$ cat config.mk
export PLATFORM = sky130hd
export DESIGN_NAME = drcd_divider
export DESIGN_NICKNAME = d
export VERILOG_FILES = /design/src/pkg/drcd_pkg.sv /design/src/rtl/drcd_divider.sv /design/src/rtl/drcd_sync.sv
export VERILOG_INCLUDE_DIRS = /design/src /design/src/pkg
export SDC_FILE = /design/constraint.sdc
export NUM_CORES = 1
export LEC_CHECK = 0
export BUFFER_PORTS_ARGS = -buffer_cell sky130_fd_sc_hd__buf_2
export CAP_MARGIN = 5
export CORE_MARGIN = 2
export CORE_UTILIZATION = 56
export DETAILED_ROUTE_END_ITERATION = 8
export MAX_ROUTING_LAYER = met4
export PLACE_DENSITY = 0.85
export SYNTH_ARGS = -nofsm -noshare
export SYNTH_HDL_FRONTEND = slang
export SYNTH_SLANG_ARGS = --single-unit
$ cat constraint.sdc
create_clock -name core_clk_i -period 4.9 [get_ports core_clk_i]
set_clock_uncertainty 0.05 [all_clocks]
set_input_delay 0.49 -clock core_clk_i [delete_from_list [all_inputs] [get_ports core_clk_i]]
set_output_delay 0.49 -clock core_clk_i [all_outputs]
set_load 0.005 [all_outputs]
$ cat src/pkg/drcd_cfg.svh
`ifndef DRCD_CFG_SVH
`define DRCD_CFG_SVH

// ==========================================================
// bus geometry
`define DRCD_ADDR_W 8
`define DRCD_DATA_W 32

// ==========================================================
// register offsets
`define DRCD_OFF_CTRL 8'h00
`define DRCD_OFF_STATUS 8'h04
`define DRCD_OFF_EVENTS 8'h08
`define DRCD_OFF_EDGES 8'h0C

// ==========================================================
// control field positions
`define DRCD_CTRL_HOLD_BIT 0
`define DRCD_CTRL_RESET_BIT 1
`define DRCD_CTRL_OVR_BIT 2
`define DRCD_CTRL_SEL_A_BIT 3
`define DRCD_CTRL_SEL_B_BIT 4

// ==========================================================
// status field positions
`define DRCD_STAT_OUTS_LSB 0
`define DRCD_STAT_HOLD_BIT 4
`define DRCD_STAT_RESET_BIT 5
`define DRCD_STAT_SEL_A_BIT 6
`define DRCD_STAT_SEL_B_BIT 7
`define DRCD_STAT_PHASE_LSB 8

// ==========================================================
// event field positions
`define DRCD_EVT_HOLD_BIT 0
`define DRCD_EVT_RESET_BIT 1

// ==========================================================
// reset values and divider constants
`define DRCD_CTRL_RST 5'h00
`define DRCD_EVT_RST 2'h0
`define DRCD_EDGES_RST 16'h0000
`define DRCD_PHASE_LAST 4'hB
`define DRCD_RATIO_A_LO 4'h2
`define DRCD_RATIO_A_HI 4'h4
`define DRCD_RATIO_B_LO 4'h4
`define DRCD_RATIO_B_HI 4'h6

`endif

$ cat src/pkg/drcd_pkg.sv
`default_nettype none

`include "drcd_cfg.svh"

package drcd_pkg;

  // ==========================================================
  // bus carrier
  typedef struct packed {
    logic psel;
    logic penable;
    logic pwrite;
    logic [`DRCD_ADDR_W-1:0] paddr;
    logic [`DRCD_DATA_W-1:0] pwdata;
  } drcd_apb_req_t;

  // ==========================================================
  // pins as sampled: clock, gate, reset, selects
  typedef struct packed {
    logic in_clk;
    logic gate;
    logic master_reset;
    logic ratio_select_a;
    logic ratio_select_b;
  } drcd_pins_t;

  typedef struct packed {
    drcd_pins_t s1;
    drcd_pins_t s2;
  } drcd_sync_t;

  // ==========================================================
  // bus slave states, one-hot
  typedef enum logic [1:0] {
    DRCD_IDLE = 2'b01,
    DRCD_RESP = 2'b10
  } drcd_bus_st_t;

  typedef struct packed {
    logic sw_sel_b;
    logic sw_sel_a;
    logic sel_ovr;
    logic sw_reset;
    logic sw_hold;
  } drcd_ctrl_t;

  // ==========================================================
  // whole state of the divider core
  typedef struct packed {
    drcd_bus_st_t st;
    logic pready;
    logic pslverr;
    logic [`DRCD_DATA_W-1:0] prdata;
    drcd_ctrl_t ctrl;
    logic [1:0] events;
    logic [15:0] edges;
    logic [3:0] phase;
    logic gate_q;
    logic clk_prev;
    logic [3:0] outs;
  } drcd_state_t;

endpackage

`default_nettype wire

$ cat src/rtl/drcd_divider.sv
`default_nettype none

`include "drcd_cfg.svh"

// Contract
// - gate changes only while clock low
// - gate captured on falling input edge
// - no output phase assumed before reset
// - both paths stay in step without reset
// - both paths run from one clock
// - gate low, reset low: divide
// - gate high, reset low: hold all outputs
// - reset high: outputs held reset
// - pair A divides by 2 or 4
// - pair B divides by 4 or 6
// - undriven inputs read as low
module drcd_divider (
  input wire logic core_clk_i,
  input wire logic sys_rst_i,
  input wire logic in_clk_i,
  input wire logic gate_i,
  input wire logic master_reset_i,
  input wire logic ratio_select_a_i,
  input wire logic ratio_select_b_i,
  input wire drcd_pkg::drcd_apb_req_t apb_req_i,
  output logic [`DRCD_DATA_W-1:0] prdata_o,
  output logic pready_o,
  output logic pslverr_o,
  output logic [3:0] divided_outputs_o
);
  import drcd_pkg::*;

  // ==========================================================
  // pin synchronisers
  drcd_pins_t pins_raw;
  drcd_pins_t pins_s;

  // group the raw pins for the two-stage capture
  assign pins_raw.in_clk = in_clk_i;
  assign pins_raw.gate = gate_i;
  assign pins_raw.master_reset = master_reset_i;
  assign pins_raw.ratio_select_a = ratio_select_a_i;
  assign pins_raw.ratio_select_b = ratio_select_b_i;

  drcd_sync i_drcd_sync (
    .core_clk_i(core_clk_i),
    .sys_rst_i(sys_rst_i),
    .pins_i(pins_raw),
    .pins_o(pins_s)
  );

  // ==========================================================
  // divider arithmetic

  // one common phase counter, period twelve
  function automatic logic [3:0] phase_next(input logic [3:0] p);
    logic [3:0] n;
    n = 4'h0;
    if (p != `DRCD_PHASE_LAST)
    begin
      n = p + 4'h1;
    end
    return n;
  endfunction

  // high for the first half of each ratio period
  function automatic logic div_high(
    input logic [3:0] p,
    input logic [3:0] ratio
  );
    logic [3:0] m;
    m = p % ratio;
    return m < (ratio >> 1);
  endfunction

  // all four outputs from one phase value
  function automatic logic [3:0] outs_of(
    input logic [3:0] p,
    input logic sel_a,
    input logic sel_b
  );
    logic [3:0] ra;
    logic [3:0] rb;
    logic qa;
    logic qb;
    ra = sel_a ? `DRCD_RATIO_A_HI : `DRCD_RATIO_A_LO;
    rb = sel_b ? `DRCD_RATIO_B_HI : `DRCD_RATIO_B_LO;
    qa = div_high(p, ra);
    qb = div_high(p, rb);
    return {qb, qb, qa, qa};
  endfunction

  // ==========================================================
  // state
  drcd_state_t r;
  drcd_state_t r_nxt;

  // ==========================================================
  // next-state logic
  always_comb
  begin
    logic rise;
    logic fall;
    logic mr_eff;
    logic gate_in;
    logic sel_a;
    logic sel_b;
    logic advance;
    logic acc;
    logic wr_done;
    logic [1:0] evt_set;
    logic [1:0] evt_clr;
    logic [3:0] p_nxt;
    rise = 1'b0;
    fall = 1'b0;
    mr_eff = 1'b0;
    gate_in = 1'b0;
    sel_a = 1'b0;
    sel_b = 1'b0;
    advance = 1'b0;
    acc = 1'b0;
    wr_done = 1'b0;
    evt_set = 2'h0;
    evt_clr = 2'h0;
    p_nxt = 4'h0;
    r_nxt = r;

    // edges of the sampled input clock
    rise = pins_s.in_clk & ~r.clk_prev;
    fall = ~pins_s.in_clk & r.clk_prev;
    r_nxt.clk_prev = pins_s.in_clk;

    // pin and software sources merged
    mr_eff = pins_s.master_reset | r.ctrl.sw_reset;
    gate_in = pins_s.gate | r.ctrl.sw_hold;
    sel_a = r.ctrl.sel_ovr ? r.ctrl.sw_sel_a : pins_s.ratio_select_a;
    sel_b = r.ctrl.sel_ovr ? r.ctrl.sw_sel_b : pins_s.ratio_select_b;

    // gate sampled on the falling edge, so it acts while low
    if (fall)
    begin
      r_nxt.gate_q = gate_in;
    end

    // advance only on a rising edge with gate low
    advance = rise & ~r.gate_q & ~mr_eff;
    p_nxt = phase_next(r.phase);

    // divider core: reset, divide, or hold
    if (mr_eff)
    begin
      r_nxt.phase = `DRCD_PHASE_LAST;
      r_nxt.outs = 4'h0;
    end
    else if (advance)
    begin
      r_nxt.phase = p_nxt;
      r_nxt.outs = outs_of(p_nxt, sel_a, sel_b);
    end
    else
    begin
      r_nxt.outs = r.outs;
    end

    // sticky events seen by software
    evt_set[`DRCD_EVT_HOLD_BIT] = fall & gate_in & ~r.gate_q;
    evt_set[`DRCD_EVT_RESET_BIT] = mr_eff;

    // bus access phase
    acc = apb_req_i.psel & apb_req_i.penable;
    wr_done = (r.st == DRCD_RESP) & acc & apb_req_i.pwrite & ~r.pslverr;

    // bus slave: one wait cycle, then answer
    case (r.st)
      DRCD_IDLE:
      begin
        r_nxt.pready = 1'b0;
        r_nxt.pslverr = 1'b0;
        if (acc)
        begin
          r_nxt.st = DRCD_RESP;
          r_nxt.pready = 1'b1;
          r_nxt.prdata = '0;
          if (apb_req_i.paddr == `DRCD_OFF_CTRL)
          begin
            r_nxt.prdata[4:0] = r.ctrl;
          end
          else if (apb_req_i.paddr == `DRCD_OFF_STATUS)
          begin
            r_nxt.prdata[`DRCD_STAT_OUTS_LSB +: 4] = r.outs;
            r_nxt.prdata[`DRCD_STAT_HOLD_BIT] = r.gate_q;
            r_nxt.prdata[`DRCD_STAT_RESET_BIT] = mr_eff;
            r_nxt.prdata[`DRCD_STAT_SEL_A_BIT] = sel_a;
            r_nxt.prdata[`DRCD_STAT_SEL_B_BIT] = sel_b;
            r_nxt.prdata[`DRCD_STAT_PHASE_LSB +: 4] = r.phase;
          end
          else if (apb_req_i.paddr == `DRCD_OFF_EVENTS)
          begin
            r_nxt.prdata[1:0] = r.events;
          end
          else if (apb_req_i.paddr == `DRCD_OFF_EDGES)
          begin
            r_nxt.prdata[15:0] = r.edges;
          end
          else
          begin
            r_nxt.pslverr = 1'b1;
          end
        end
      end
      DRCD_RESP:
      begin
        r_nxt.st = DRCD_IDLE;
        r_nxt.pready = 1'b0;
        r_nxt.pslverr = 1'b0;
        r_nxt.prdata = '0;
      end
      default:
      begin
        r_nxt.st = DRCD_IDLE;
        r_nxt.pready = 1'b0;
        r_nxt.pslverr = 1'b0;
      end
    endcase

    // writes take effect at the completing edge
    if (wr_done && apb_req_i.paddr == `DRCD_OFF_CTRL)
    begin
      r_nxt.ctrl.sw_hold = apb_req_i.pwdata[`DRCD_CTRL_HOLD_BIT];
      r_nxt.ctrl.sw_reset = apb_req_i.pwdata[`DRCD_CTRL_RESET_BIT];
      r_nxt.ctrl.sel_ovr = apb_req_i.pwdata[`DRCD_CTRL_OVR_BIT];
      r_nxt.ctrl.sw_sel_a = apb_req_i.pwdata[`DRCD_CTRL_SEL_A_BIT];
      r_nxt.ctrl.sw_sel_b = apb_req_i.pwdata[`DRCD_CTRL_SEL_B_BIT];
    end

    // write-one-to-clear events
    if (wr_done && apb_req_i.paddr == `DRCD_OFF_EVENTS)
    begin
      evt_clr = apb_req_i.pwdata[1:0];
    end

    // a new event wins over a clear in the same cycle
    r_nxt.events = (r.events & ~evt_clr) | evt_set;

    // advance counter: any write clears, a count wins
    if (wr_done && apb_req_i.paddr == `DRCD_OFF_EDGES)
    begin
      r_nxt.edges = advance ? 16'h0001 : 16'h0000;
    end
    else if (advance)
    begin
      r_nxt.edges = r.edges + 16'h0001;
    end
  end

  // ==========================================================
  // state register; phase starts one before the common start
  always_ff @(posedge core_clk_i or posedge sys_rst_i)
  begin
    if (sys_rst_i)
    begin
      r.st <= DRCD_IDLE;
      r.pready <= 1'b0;
      r.pslverr <= 1'b0;
      r.prdata <= '0;
      r.ctrl <= `DRCD_CTRL_RST;
      r.events <= `DRCD_EVT_RST;
      r.edges <= `DRCD_EDGES_RST;
      r.phase <= `DRCD_PHASE_LAST;
      r.gate_q <= 1'b0;
      r.clk_prev <= 1'b0;
      r.outs <= 4'h0;
    end
    else
    begin
      r <= r_nxt;
    end
  end

  // ==========================================================
  // outputs straight from the state register
  assign prdata_o = r.prdata;
  assign pready_o = r.pready;
  assign pslverr_o = r.pslverr;
  assign divided_outputs_o = r.outs;

endmodule

`default_nettype wire

$ cat src/rtl/drcd_sync.sv
`default_nettype none

`include "drcd_cfg.svh"

module drcd_sync (
  input wire logic core_clk_i,
  input wire logic sys_rst_i,
  input wire drcd_pkg::drcd_pins_t pins_i,
  output drcd_pkg::drcd_pins_t pins_o
);
  import drcd_pkg::*;

  drcd_sync_t r;
  drcd_sync_t r_nxt;

  // ==========================================================
  // two-stage capture of the pin levels
  always_comb
  begin
    r_nxt = r;
    r_nxt.s1 = pins_i;
    r_nxt.s2 = r.s1;
  end

  // undriven pins read as low from reset
  always_ff @(posedge core_clk_i or posedge sys_rst_i)
  begin
    if (sys_rst_i)
    begin
      r <= '0;
    end
    else
    begin
      r <= r_nxt;
    end
  end

  assign pins_o = r.s2;

endmodule

`default_nettype wire

# == Word-level counts from Yosys, hierarchy flattened ==
# Cells that the tools add are included.
# op_classes
mul,0
order_cmp,2
div_mod_pow,2
shifts,0
n_mux,32
n_eq_ne,7
n_reduce_logical,8
addsub,2
bitwise_logic,20
# ops
operator,n
16-bit two-way mux,8
32-bit one-hot mux with 2 select lines,1
36-bit two-way mux,1
4-bit two-way mux,7
"16-bit by 1-bit adder with 16-bit output, second input constant",1
"8-bit by 4-bit == test with 1-bit output, second input constant",2
14-bit two-way mux,1
12-bit two-way mux,1
11-bit two-way mux,1
1-bit bitwise AND,10
"8-bit by 3-bit == test with 1-bit output, second input constant",1
8-bit zero test,1
4-bit by 2-bit < comparator with 1-bit output,2
4-bit by 4-bit modulo with 4-bit output,2
1-bit two-way mux,7
2-bit two-way mux,3
2-bit nonzero test,3
5-bit two-way mux,1
1-bit NOT,5
"4-bit by 1-bit adder with 4-bit output, second input constant",1
"4-bit != test, second input constant",1
1-bit logical AND,3
3-bit two-way mux,1
2-bit bitwise AND,1
7 further kinds,8
# totals
ramBits,0
output_inout_bits,38
mem_count,0
latch_bits,0
rom_bits,0
ff_bits,79

# == Longest topological paths before layout ==
# Gate-level depths: netlist (run 1).
# depth
word_depth,12
depth_mapped,13
depth_no_buf,13

# == Hierarchy ==
# A second synthesis (run 1) with hierarchy kept.
# unflattened
cells_unflattened,350
area_unflattened_um2,3415.8
# modules_own_cells
module,cells_per_inst,area_each_um2,n_inst
drcd_divider,334,3124.2,1
drcd_sync,16,291.5,1

# == Worst setup path before layout (run 1) ==
# OpenSTA, ideal clock, no wires.
# synth_timing
path_kind,register to register
start,register r[6] in the netlist's numbering
end,"register r, in the netlist divided_outputs_o[2]"
setup_slack_ns,2.320
setup_time_ns,0.122
period_less_slack_ns,2.580
n_path_buf,0
arrival_time_ns,2.408
stages_incl_launch_ff,10
cell_sequence,dfstp_2 ha_1 nand2b_1 o21bai_1 ha_1 or3_1 a21oi_1 o22a_1 o211ai_1 a32o_1
# synth_via
elab_chain_len,6
# synth_lines
element,line,source
from (decl),drcd_divider.sv:95,drcd_state_t r;
from (signal assigned),drcd_divider.sv:276,r <= r_nxt;
4-bit by 1-bit adder with 4-bit output or 4-bit != test (tied branches),--,
4-bit two-way mux *,drcd_divider.sv:59,if (p != `DRCD_PHASE_LAST)
4-bit by 4-bit modulo with 4-bit output *,drcd_divider.sv:72,m = p % ratio;
4-bit by 2-bit < comparator with 1-bit output *,drcd_divider.sv:73,return m < (ratio >> 1);
4-bit two-way mux *,drcd_divider.sv:155,else if (advance)
4-bit two-way mux *,drcd_divider.sv:150,if (mr_eff)
# Every way passes the cells marked *; elsewhere a longest branch is shown, timed or not. The select of a mux whose other input is x is not followed.
# A chain may end at the register's enable or synchronous reset.

# == Final worst setup path (run 1) ==
# Ends and elaborated chain as after synthesis.

==> results of run 1 <==
logic make-up (layout without fill, tap and decap cells):
family,after synthesis,count (layout)
flip-flops,61,61
other,1,16
adder cells (fa/ha/maj),10,10
XOR/XNOR,14,14
buffers and inverters,55,73
multiplexers,13,13
AO/OA/AOI/OAI,62,62
AND/OR/NAND/NOR,109,109
state kept, by name, indices dropped and copies added, names as in the netlist:
register            count
r                      31
prdata_o               16
i_drcd_sync.pins_o      5
i_drcd_sync.r           5
divided_outputs_o       2
pready_o                1
pslverr_o               1
report_power, final:
group / internal, mW / switching (mW) / leakage (nW)
clock: 0.210 / 0.173 / 0.0905
combinational: 0.0995 / 0.121 / 0.839
sequential: 0.565 / 0.0737 / 0.747
total: 0.875 / 0.368 / 1.68
cell type report:
class	instances	area [µm²]
Clock buffer	14	163
Sequential cell	61	1530
Fill cell	452	2050
Multi-Input combinational cell	224	1390
Timing Repair Buffer	45	228
Clock inverter	2	10.0
Tap cell	72	90.1
Inverter	12	45.0
stage by stage:
| step | area (µm²) | cells | worst slack, ps | power (mW) | utilization [%] |
|---|---|---|---|---|---|
| after floorplan | 3270 | 340 | 2320 | 0.812 | - |
| after global placement | 3290 | 414 | 1980 | 0.853 | 59.7 |
| after detailed placement | 3290 | 414 | 1990 | 0.865 | 59.7 |
| after CTS | 3460 | 430 | 1970 | 1.25 | 62.8 |
| after global routing | 3460 | 430 | 1740 | 1.32 | 62.8 |
| final | 3460 | 430 | 1950 | 1.24 | 62.8 |
synthesized netlist by cell type, drive strengths merged (2+ instances only):
master	instances	area share, %
o22a	2	0.55
a21o	3	0.70
ha	10	3.9
a31oi	2	0.39
a32o	3	0.93
or2	2	0.39
nand2b	2	0.62
nand4	5	0.97
dfstp	4	3.3
nor2	35	4.2
mux2	5	1.8
mux4	2	1.4
o21ai	20	3.1
dfrtp	57	44
clkbuf	3	0.35
or3	4	0.93
buf	40	9.0
a22o	9	2.5
nor3	4	0.62
mux2i	6	1.9
xor2	9	2.5
inv	12	1.4
nand3	9	1.4
xnor2	5	1.4
nor2b	7	1.4
nand2	35	4.1
a21oi	15	2.3
metal layers:
layer	global-route usage (%)	part of all wire, %	vias to the layer above
met1	27.4	42	1079
met4	5.93	0.48	0
met5	-	0	-
li1	-	-	1124
met3	7.47	8.8	4
met2	32.9	49	89
worst max-delay path by stage:
stage / startpoint / end / slack, ps
6_report: r[6] / divided_outputs_o[2] / 1950
5_1_grt: r[6] / divided_outputs_o[2] / 1740
4_1_cts: r[30] / divided_outputs_o[1] / 1970
3_5_place_dp: r[6] / divided_outputs_o[2] / 1990
3_3_place_gp: r[6] / divided_outputs_o[2] / 1980
2_1_floorplan: r[6] / divided_outputs_o[2] / 2320
critical path, stage by stage (launching register included):
cell and delay, ps:
dfstp_2 580, ha_1 190, nand2b_1 110, o21bai_1 480, ha_1 360, or3_1 370
a21oi_1 230, o22a_1 170, o211ai_1 80, a32o_1 220
==> results.md, run 1 <==
* Cell area power density at 359 mW/mm²
* Register area share after synthesis at 47.7%
* Fin crit share at between 60 and 70%
* Vias in the first global route at 2104
* Slew @ Worst Pin at 1210 ps
* Fmax at 338 MHz
* Core region area at between 0.005 and 0.006 mm²
* Xor/xnor cell area share of the yosys netlist at 3.82%
* Synth Instances at 325
* Status: finished, final reports clean
* Initial Util at 58.3%
* Arrival @ worst endpoint at 3120 ps
* Synthesis-stage register bit count at 61
* Wire length per cell at ~14 µm
* Post_cts resized at 0
* TritonCTS Buffers at 9
* Multiplexer share of the synthesized area at 5.03%
* GRT Resource Usage Total at between 20% and 30%
* GRT overflow at 0
* Post-synthesis adder-cell area fraction at 3.90%
* Tmin final at 2950 ps
* Hold WC Path Type: in -> reg
* Worst-path clk slew at 60 ps
* Largest net degree at the start of global routing at 62
* Worst r2r path cells at 9
* Avg Inst Size Synth at between 9 and 10 µm²
* Clock buffer depth at 2
* Post-route ant nets at 0
* Worst vdd ir at 0.327 mV
* Cell area after synthesis at 0.00321 mm²
* Die Y at approximately 80 µm
* YS warnings at 0
* First-pass GRT wire length at 9850 µm
* Crit-path max FO at 7
* Drt drc at 0
* WS Path Type: reg -> reg
* Die extent in x at about 80 µm
* Ys async rst share at 100%
* Reg2Reg Capture Point: divided_outputs_o[2]
* Root Buffer: clkbuf_8
* Startpoint types: flip-flop
* RePlAce Congestion at 0.836
* CTS H-tree depth at 3
* Die area at 0.00636 mm²
* First DRT Iteration DRCs at 193
* Vias at 2296
* Worst setup EP type: flip-flop
* Hold Path End: i_drcd_sync.r[5]
* Most common cell after layout, fill and taps aside: dfrtp_1
* # rows at 27
* Worst R2R Start: r[6]
* Hold Crit Start: ratio_select_b_i
* Wirelength, routed at 6050 µm
* Prevailing post-synth register cell: dfrtp_1
* Synth cell types at 47
* Commonest cells after routing, fill and taps aside: 57 x dfrtp_1, 44 x buf_2, 35 x nand2_1
* MaxCap Viol Count at 0
* Clk_lat worst skew at 330 ps
* Share of cells above drive strength 1 at 20.1%
* Vias/cell at 5.34
* Antenna diode count at 0
* Antenna violations before repair at 0
* Rel. slew slack at 19.1%
* Clk sinks at about 60
* DP Wirelength at 4400 µm
* TritonCTS clock tree: done
* Post-synth EDFFs at 0
* Pre-Repair DR Iteration Count at 4
* # hold bufs at CTS at 0
* Final Hold Vio Count at 0
* Cell depth of the worst hold path at 1
* Unrepaired setup endpoints after global routing: no
* Req. time, crit path at 5070 ps
* Post-synthesis simple-gate area fraction at 16.3%
* Main combinational cell family by area after synthesis: simple AND/OR/NAND/NOR gates
* Synth Area in Compound Gates at 12.5%
* PortBufs at 44
* IO Count at 88
* Pins Over Slew Limit at 0
* Area growth syn-to-layout at 7.71%
* Final setup violation count at 0
* Reg-to-reg setup timing slack at 1950 ps
* WHS at 214 ps
* Setup_tns at 0 ps
* Final nets at 413
* Number of setup buffers added after CTS at 0
* Leak at 1.68 nW
Note: power is estimated with default switching activity, not from simulation.
==> inputs of run 2 (changes only) <==
--- a/config.mk
+++ b/config.mk
@@ -6,13 +6,14 @@
 export SDC_FILE = /design/constraint.sdc
 export NUM_CORES = 1
 export LEC_CHECK = 0
+export ABC_AREA = 1
 export BUFFER_PORTS_ARGS = -buffer_cell sky130_fd_sc_hd__buf_2
 export CAP_MARGIN = 5
 export CORE_MARGIN = 2
-export CORE_UTILIZATION = 56
+export CORE_UTILIZATION = 54
 export DETAILED_ROUTE_END_ITERATION = 8
 export MAX_ROUTING_LAYER = met4
-export PLACE_DENSITY = 0.85
+export PLACE_DENSITY = 0.81
 export SYNTH_ARGS = -nofsm -noshare
 export SYNTH_HDL_FRONTEND = slang
 export SYNTH_SLANG_ARGS = --single-unit
==> constraint.sdc (replaced) <==
create_clock -name core_clk_i -period 3 [get_ports core_clk_i]
set_clock_uncertainty 0.05 [all_clocks]
set_input_delay 0.3 -clock core_clk_i [delete_from_list [all_inputs] [get_ports core_clk_i]]
set_output_delay 0.3 -clock core_clk_i [all_outputs]
set_load 0.005 [all_outputs]
==> run 2 against run 1 <==
  * Sequential power is 50% higher
  * First-iteration DRC count down 9.3%
  * Critical endpoint is now divided_outputs_o[1]
  * Sequential share of layout area shrank 5.3 points
  * Largest cell class is now multi-input combinational cells
  * Core utilization shrank 0.60 points
  * Total power increased by 70%
  * Worst hold slack worse by 150 ps
  * Clock power increased by 98%
  * Maximum frequency grew 7.8%
  * Combinational power increased by 81%
  * Die area up 13%
==> results.md, run 2 <==
* Status: finished, final reports clean (unchanged)
* Setup_tns at 0 ps (unchanged)
* Ys async rst share at 100% (unchanged)
* Area growth syn-to-layout at 11.6% (was 7.71%)
* Largest net degree at the start of global routing at 42 (was 62)
* First-pass GRT wire length at 12000 µm (was 9850 µm)
* Antenna violations before repair at 0 (unchanged)
* Cell area power density at 539 mW/mm² (was 359 mW/mm²)
* Design area at 0.00393 mm² (was 0.00346 mm²)
* Final nets at 528 (was 413)
* Post-synth top area share at 40.5% (was 44.4%)
* Startpoint types: flip-flop (unchanged)
* Fin crit share at 91.4% (was 60.3%)
* GRT overflow at 0 (unchanged)
* Crit-path max FO at 5 (was 7)
* Final core occ at 62.2% (was 62.8%)
* Clock buffer depth at 2 (unchanged)
* Worst vdd ir at 0.375 mV (was 0.327 mV)
* MaxCap Viol Count at 0 (unchanged)
* Largest reg by FF count: r (unchanged)
* Vias/cell at 5.18 (was 5.34)
* TritonCTS clock tree: done (unchanged)
* Worst R2R Start: r[6] (unchanged)
* Synth area leaders: dfrtp_1 41%, nand2_1 9.6%, buf_4 7.7%, inv_1 4.9%, nand3_1 4.4% (was dfrtp_1 44%, buf_4 8.4%, nand2_1 4.1%, nor2_1 4.0%, ha_1 3.9%)
* Hold WC Path Type: in -> async (was in -> reg)
* Commonest cells after routing, fill and taps aside: 90 x nand2_1, 57 x dfrtp_1, 45 x inv_1 (was 57 x dfrtp_1, 44 x buf_2, 35 x nand2_1)
* Final Hold Vio Count at 0 (unchanged)
* Pins Over Slew Limit at 0 (unchanged)
* Die Y at 84.7 µm (was 79.7 µm)
* Synth cell count leaders: 90 x nand2_1, 57 x dfrtp_1, 46 x inv_1 (was 57 x dfrtp_1, 36 x buf_4, 35 x nand2_1)
* Die area at 0.00718 mm² (was 0.00636 mm²)
* Vias at 2850 (was 2296)
* RePlAce Congestion at 0.884 (was 0.836)
* CP bufs+invs at 2 (was 0)
* Pre-Repair DR Iteration Count at 5 (was 4)
* Cell area after synthesis at 0.00352 mm² (was 0.00321 mm²)
* Reg-to-reg setup timing slack at 260 ps (was 1950 ps)
* DP Wirelength at 5220 µm (was 4400 µm)
* IO Count at 88 (unchanged)
* Psw at 0.643 mW (was 0.368 mW)
* Clk_lat worst skew at 340 ps (was 330 ps)
* CTS H-tree depth at 3 (unchanged)
* Synth Instances at 427 (was 325)
* Die extent in x at 84.7 µm (was 79.7 µm)
* Worst setup EP type: flip-flop (unchanged)
* Critical-path cell list: ha_4 > nand2_1 > nand3_2 > nand2_4 > inv_1 > ha_1 > or2_1 > nand2_1 > inv_1 > ha_1 > o21a_1 > nor2_2 > nor2_1 > a21oi_1 > o211ai_1 > nand2_1 > nand2_1 > nand2_1 (was ha_1 > nand2b_1 > o21bai_1 > ha_1 > or3_1 > a21oi_1 > o22a_1 > o211ai_1 > a32o_1)
* Post-synth EDFFs at 0 (unchanged)
* Antenna diode count at 0 (unchanged)
* Req. time, crit path at 3230 ps (was 5070 ps)
* YS warnings at 0 (unchanged)
* Initial Util at 55.8% (was 58.3%)
* Placed inst area at 0.00361 mm² (was 0.00329 mm²)
* Core region area at 0.00631 mm² (was 0.00551 mm²)
* Slowest cell delay on critical path at 590 ps (was 580 ps)
* Wire length per cell at 12.8 µm (was 14.1 µm)
* Clock share of power at 35.9% (was 30.8%)
* Register area share after synthesis at 43.5% (was 47.7%)
* Reg2Reg Capture Point: divided_outputs_o[1] (was divided_outputs_o[2])
* Slowest-stage cell, CP: dfstp_2 (unchanged)
* GRT Resource Usage Total at 21.6% (was 21.5%)
* TritonCTS Buffers at 9 (unchanged)
* Avg Inst Size Synth at 8.25 µm² (was 9.88 µm²)
* Arrival @ worst endpoint at 2970 ps (was 3120 ps)
* Rel. slew slack at 44.2% (was 19.1%)
* WS Path Type: reg -> reg (unchanged)
* Clk sinks at 61 (unchanged)
* Max reg flops at 31 (unchanged)
* Root Buffer: clkbuf_8 (unchanged)
* Sequential power share at 45.2% (was 51.4%)
* Final setup violation count at 0 (unchanged)
* Critical path's top delay family: simple AND/OR/NAND/NOR gates (was compound AO/OA/AOI/OAI gates)
* First DRT Iteration DRCs at 175 (was 193)
* Share of cells above drive strength 1 at 21.8% (was 20.1%)
* Worst r2r path cells at 18 (was 9)
* Switching Share at 30.4% (was 29.6%)
* Worst-path clk slew at 80 ps (was 60 ps)
* Most used cell, CP: nand2_1 (was ha_1)
* Wirelength, routed at 7050 µm (was 6050 µm)
* Fmax at 365 MHz (was 338 MHz)
* Leak at 2.12 nW (was 1.68 nW)
* Prevailing post-synth register cell: dfrtp_1 (unchanged)
* Tmin final at 2740 ps (was 2950 ps)
* Most common cell in the netlist: nand2_1 (was dfrtp_1)
* Post-route ant nets at 0 (unchanged)
* Most common cell after layout, fill and taps aside: nand2_1 (was dfrtp_1)
* Synth cell types at 42 (was 47)
* Combinational share of power at 18.9% (was 17.8%)
* Synth area leader: dfrtp_1 (unchanged)
* Slew @ Worst Pin at 836 ps (was 1210 ps)
* Synthesis-stage register bit count at 61 (unchanged)
* PortBufs at 44 (unchanged)
* Internal Power at 1.47 mW (was 0.875 mW)
* Vias in the first global route at 2626 (was 2104)
* Drt drc at 0 (unchanged)
* # rows at 29 (was 27)
-- run 2: through the flow --
stage | instances | power, mW | setup WS (ps) | hold WS [ps]
2_1_floorplan | 442 | 1.26 | 373 | 281
3_3_place_gp | 525 | 1.32 | 211 | 282
3_5_place_dp | 525 | 1.34 | 108 | 285
4_1_cts | 543 | 2.10 | 78.9 | 0.735
5_1_grt | 550 | 2.23 | -3.74 | 140
6_report | 550 | 2.12 | 258 | 68.8
-- run 2: power groups by stage --
stage / Sequential, mW / Clock [mW] / Combinational [mW]
finish: 0.957 / 0.760 / 0.401
global route: 0.963 / 0.808 / 0.463
CTS: 0.953 / 0.770 / 0.376
detailed placement: 0.969 / 0 / 0.372
global placement: 0.965 / 0 / 0.355
floorplan: 0.953 / 0 / 0.312
-- run 2: worst max-delay path by stage --
stage                     from                   end  slack [ps]  cells past startpoint
after floorplan           r[6]  divided_outputs_o[1]         370                     18
after global placement    r[6]  divided_outputs_o[1]         210                     18
after detailed placement  r[6]  divided_outputs_o[1]         110                     18
after CTS                 r[6]  divided_outputs_o[1]          80                     18
after global routing      r[6]  divided_outputs_o[1]          -4                     18
final                     r[6]  divided_outputs_o[1]         260                     18
-- run 2: layout make-up --
cell class,instances,area [µm²]
Tap cell,77,96.3
Sequential cell,61,1530
Fill cell,530,2380
Timing Repair Buffer,55,315
Clock inverter,5,58.8
Inverter,55,208
Multi-Input combinational cell,286,1570
Clock buffer,11,151
-- run 2: kinds of logic (layout without fill, tap and decap cells) --
kind of cell / count (synthesis) / in the layout / synth area share, %
adders and majority gates: 10 / 10 / 3.55
buffers and inverters: 95 / 126 / 14.3
xor gates and xnor gates: 6 / 6 / 1.49
and+or+nand+nor: 182 / 182 / 25.3
DFF: 61 / 61 / 43.5
other: 1 / 16 / 0.107
muxes: 1 / 1 / 0.426
AOI/OAI and AO/OA: 71 / 71 / 11.3
-- run 2: repair_timing --
item	in CTS	in global routing
hold buffers	2	3
buffers inserted	0	4
gates resized for setup	0	5
endpoints found under the hold margin	2	3
setup endpoints to repair	0	1
-- run 2: layer usage --
layer	track usage, %	share of wire [%]	up-vias
li1	-	-	1424
met4	8.08	1.2	0
met5	-	0	-
met1	26.8	44	1339
met2	33.9	49	77
met3	6.10	5.3	10
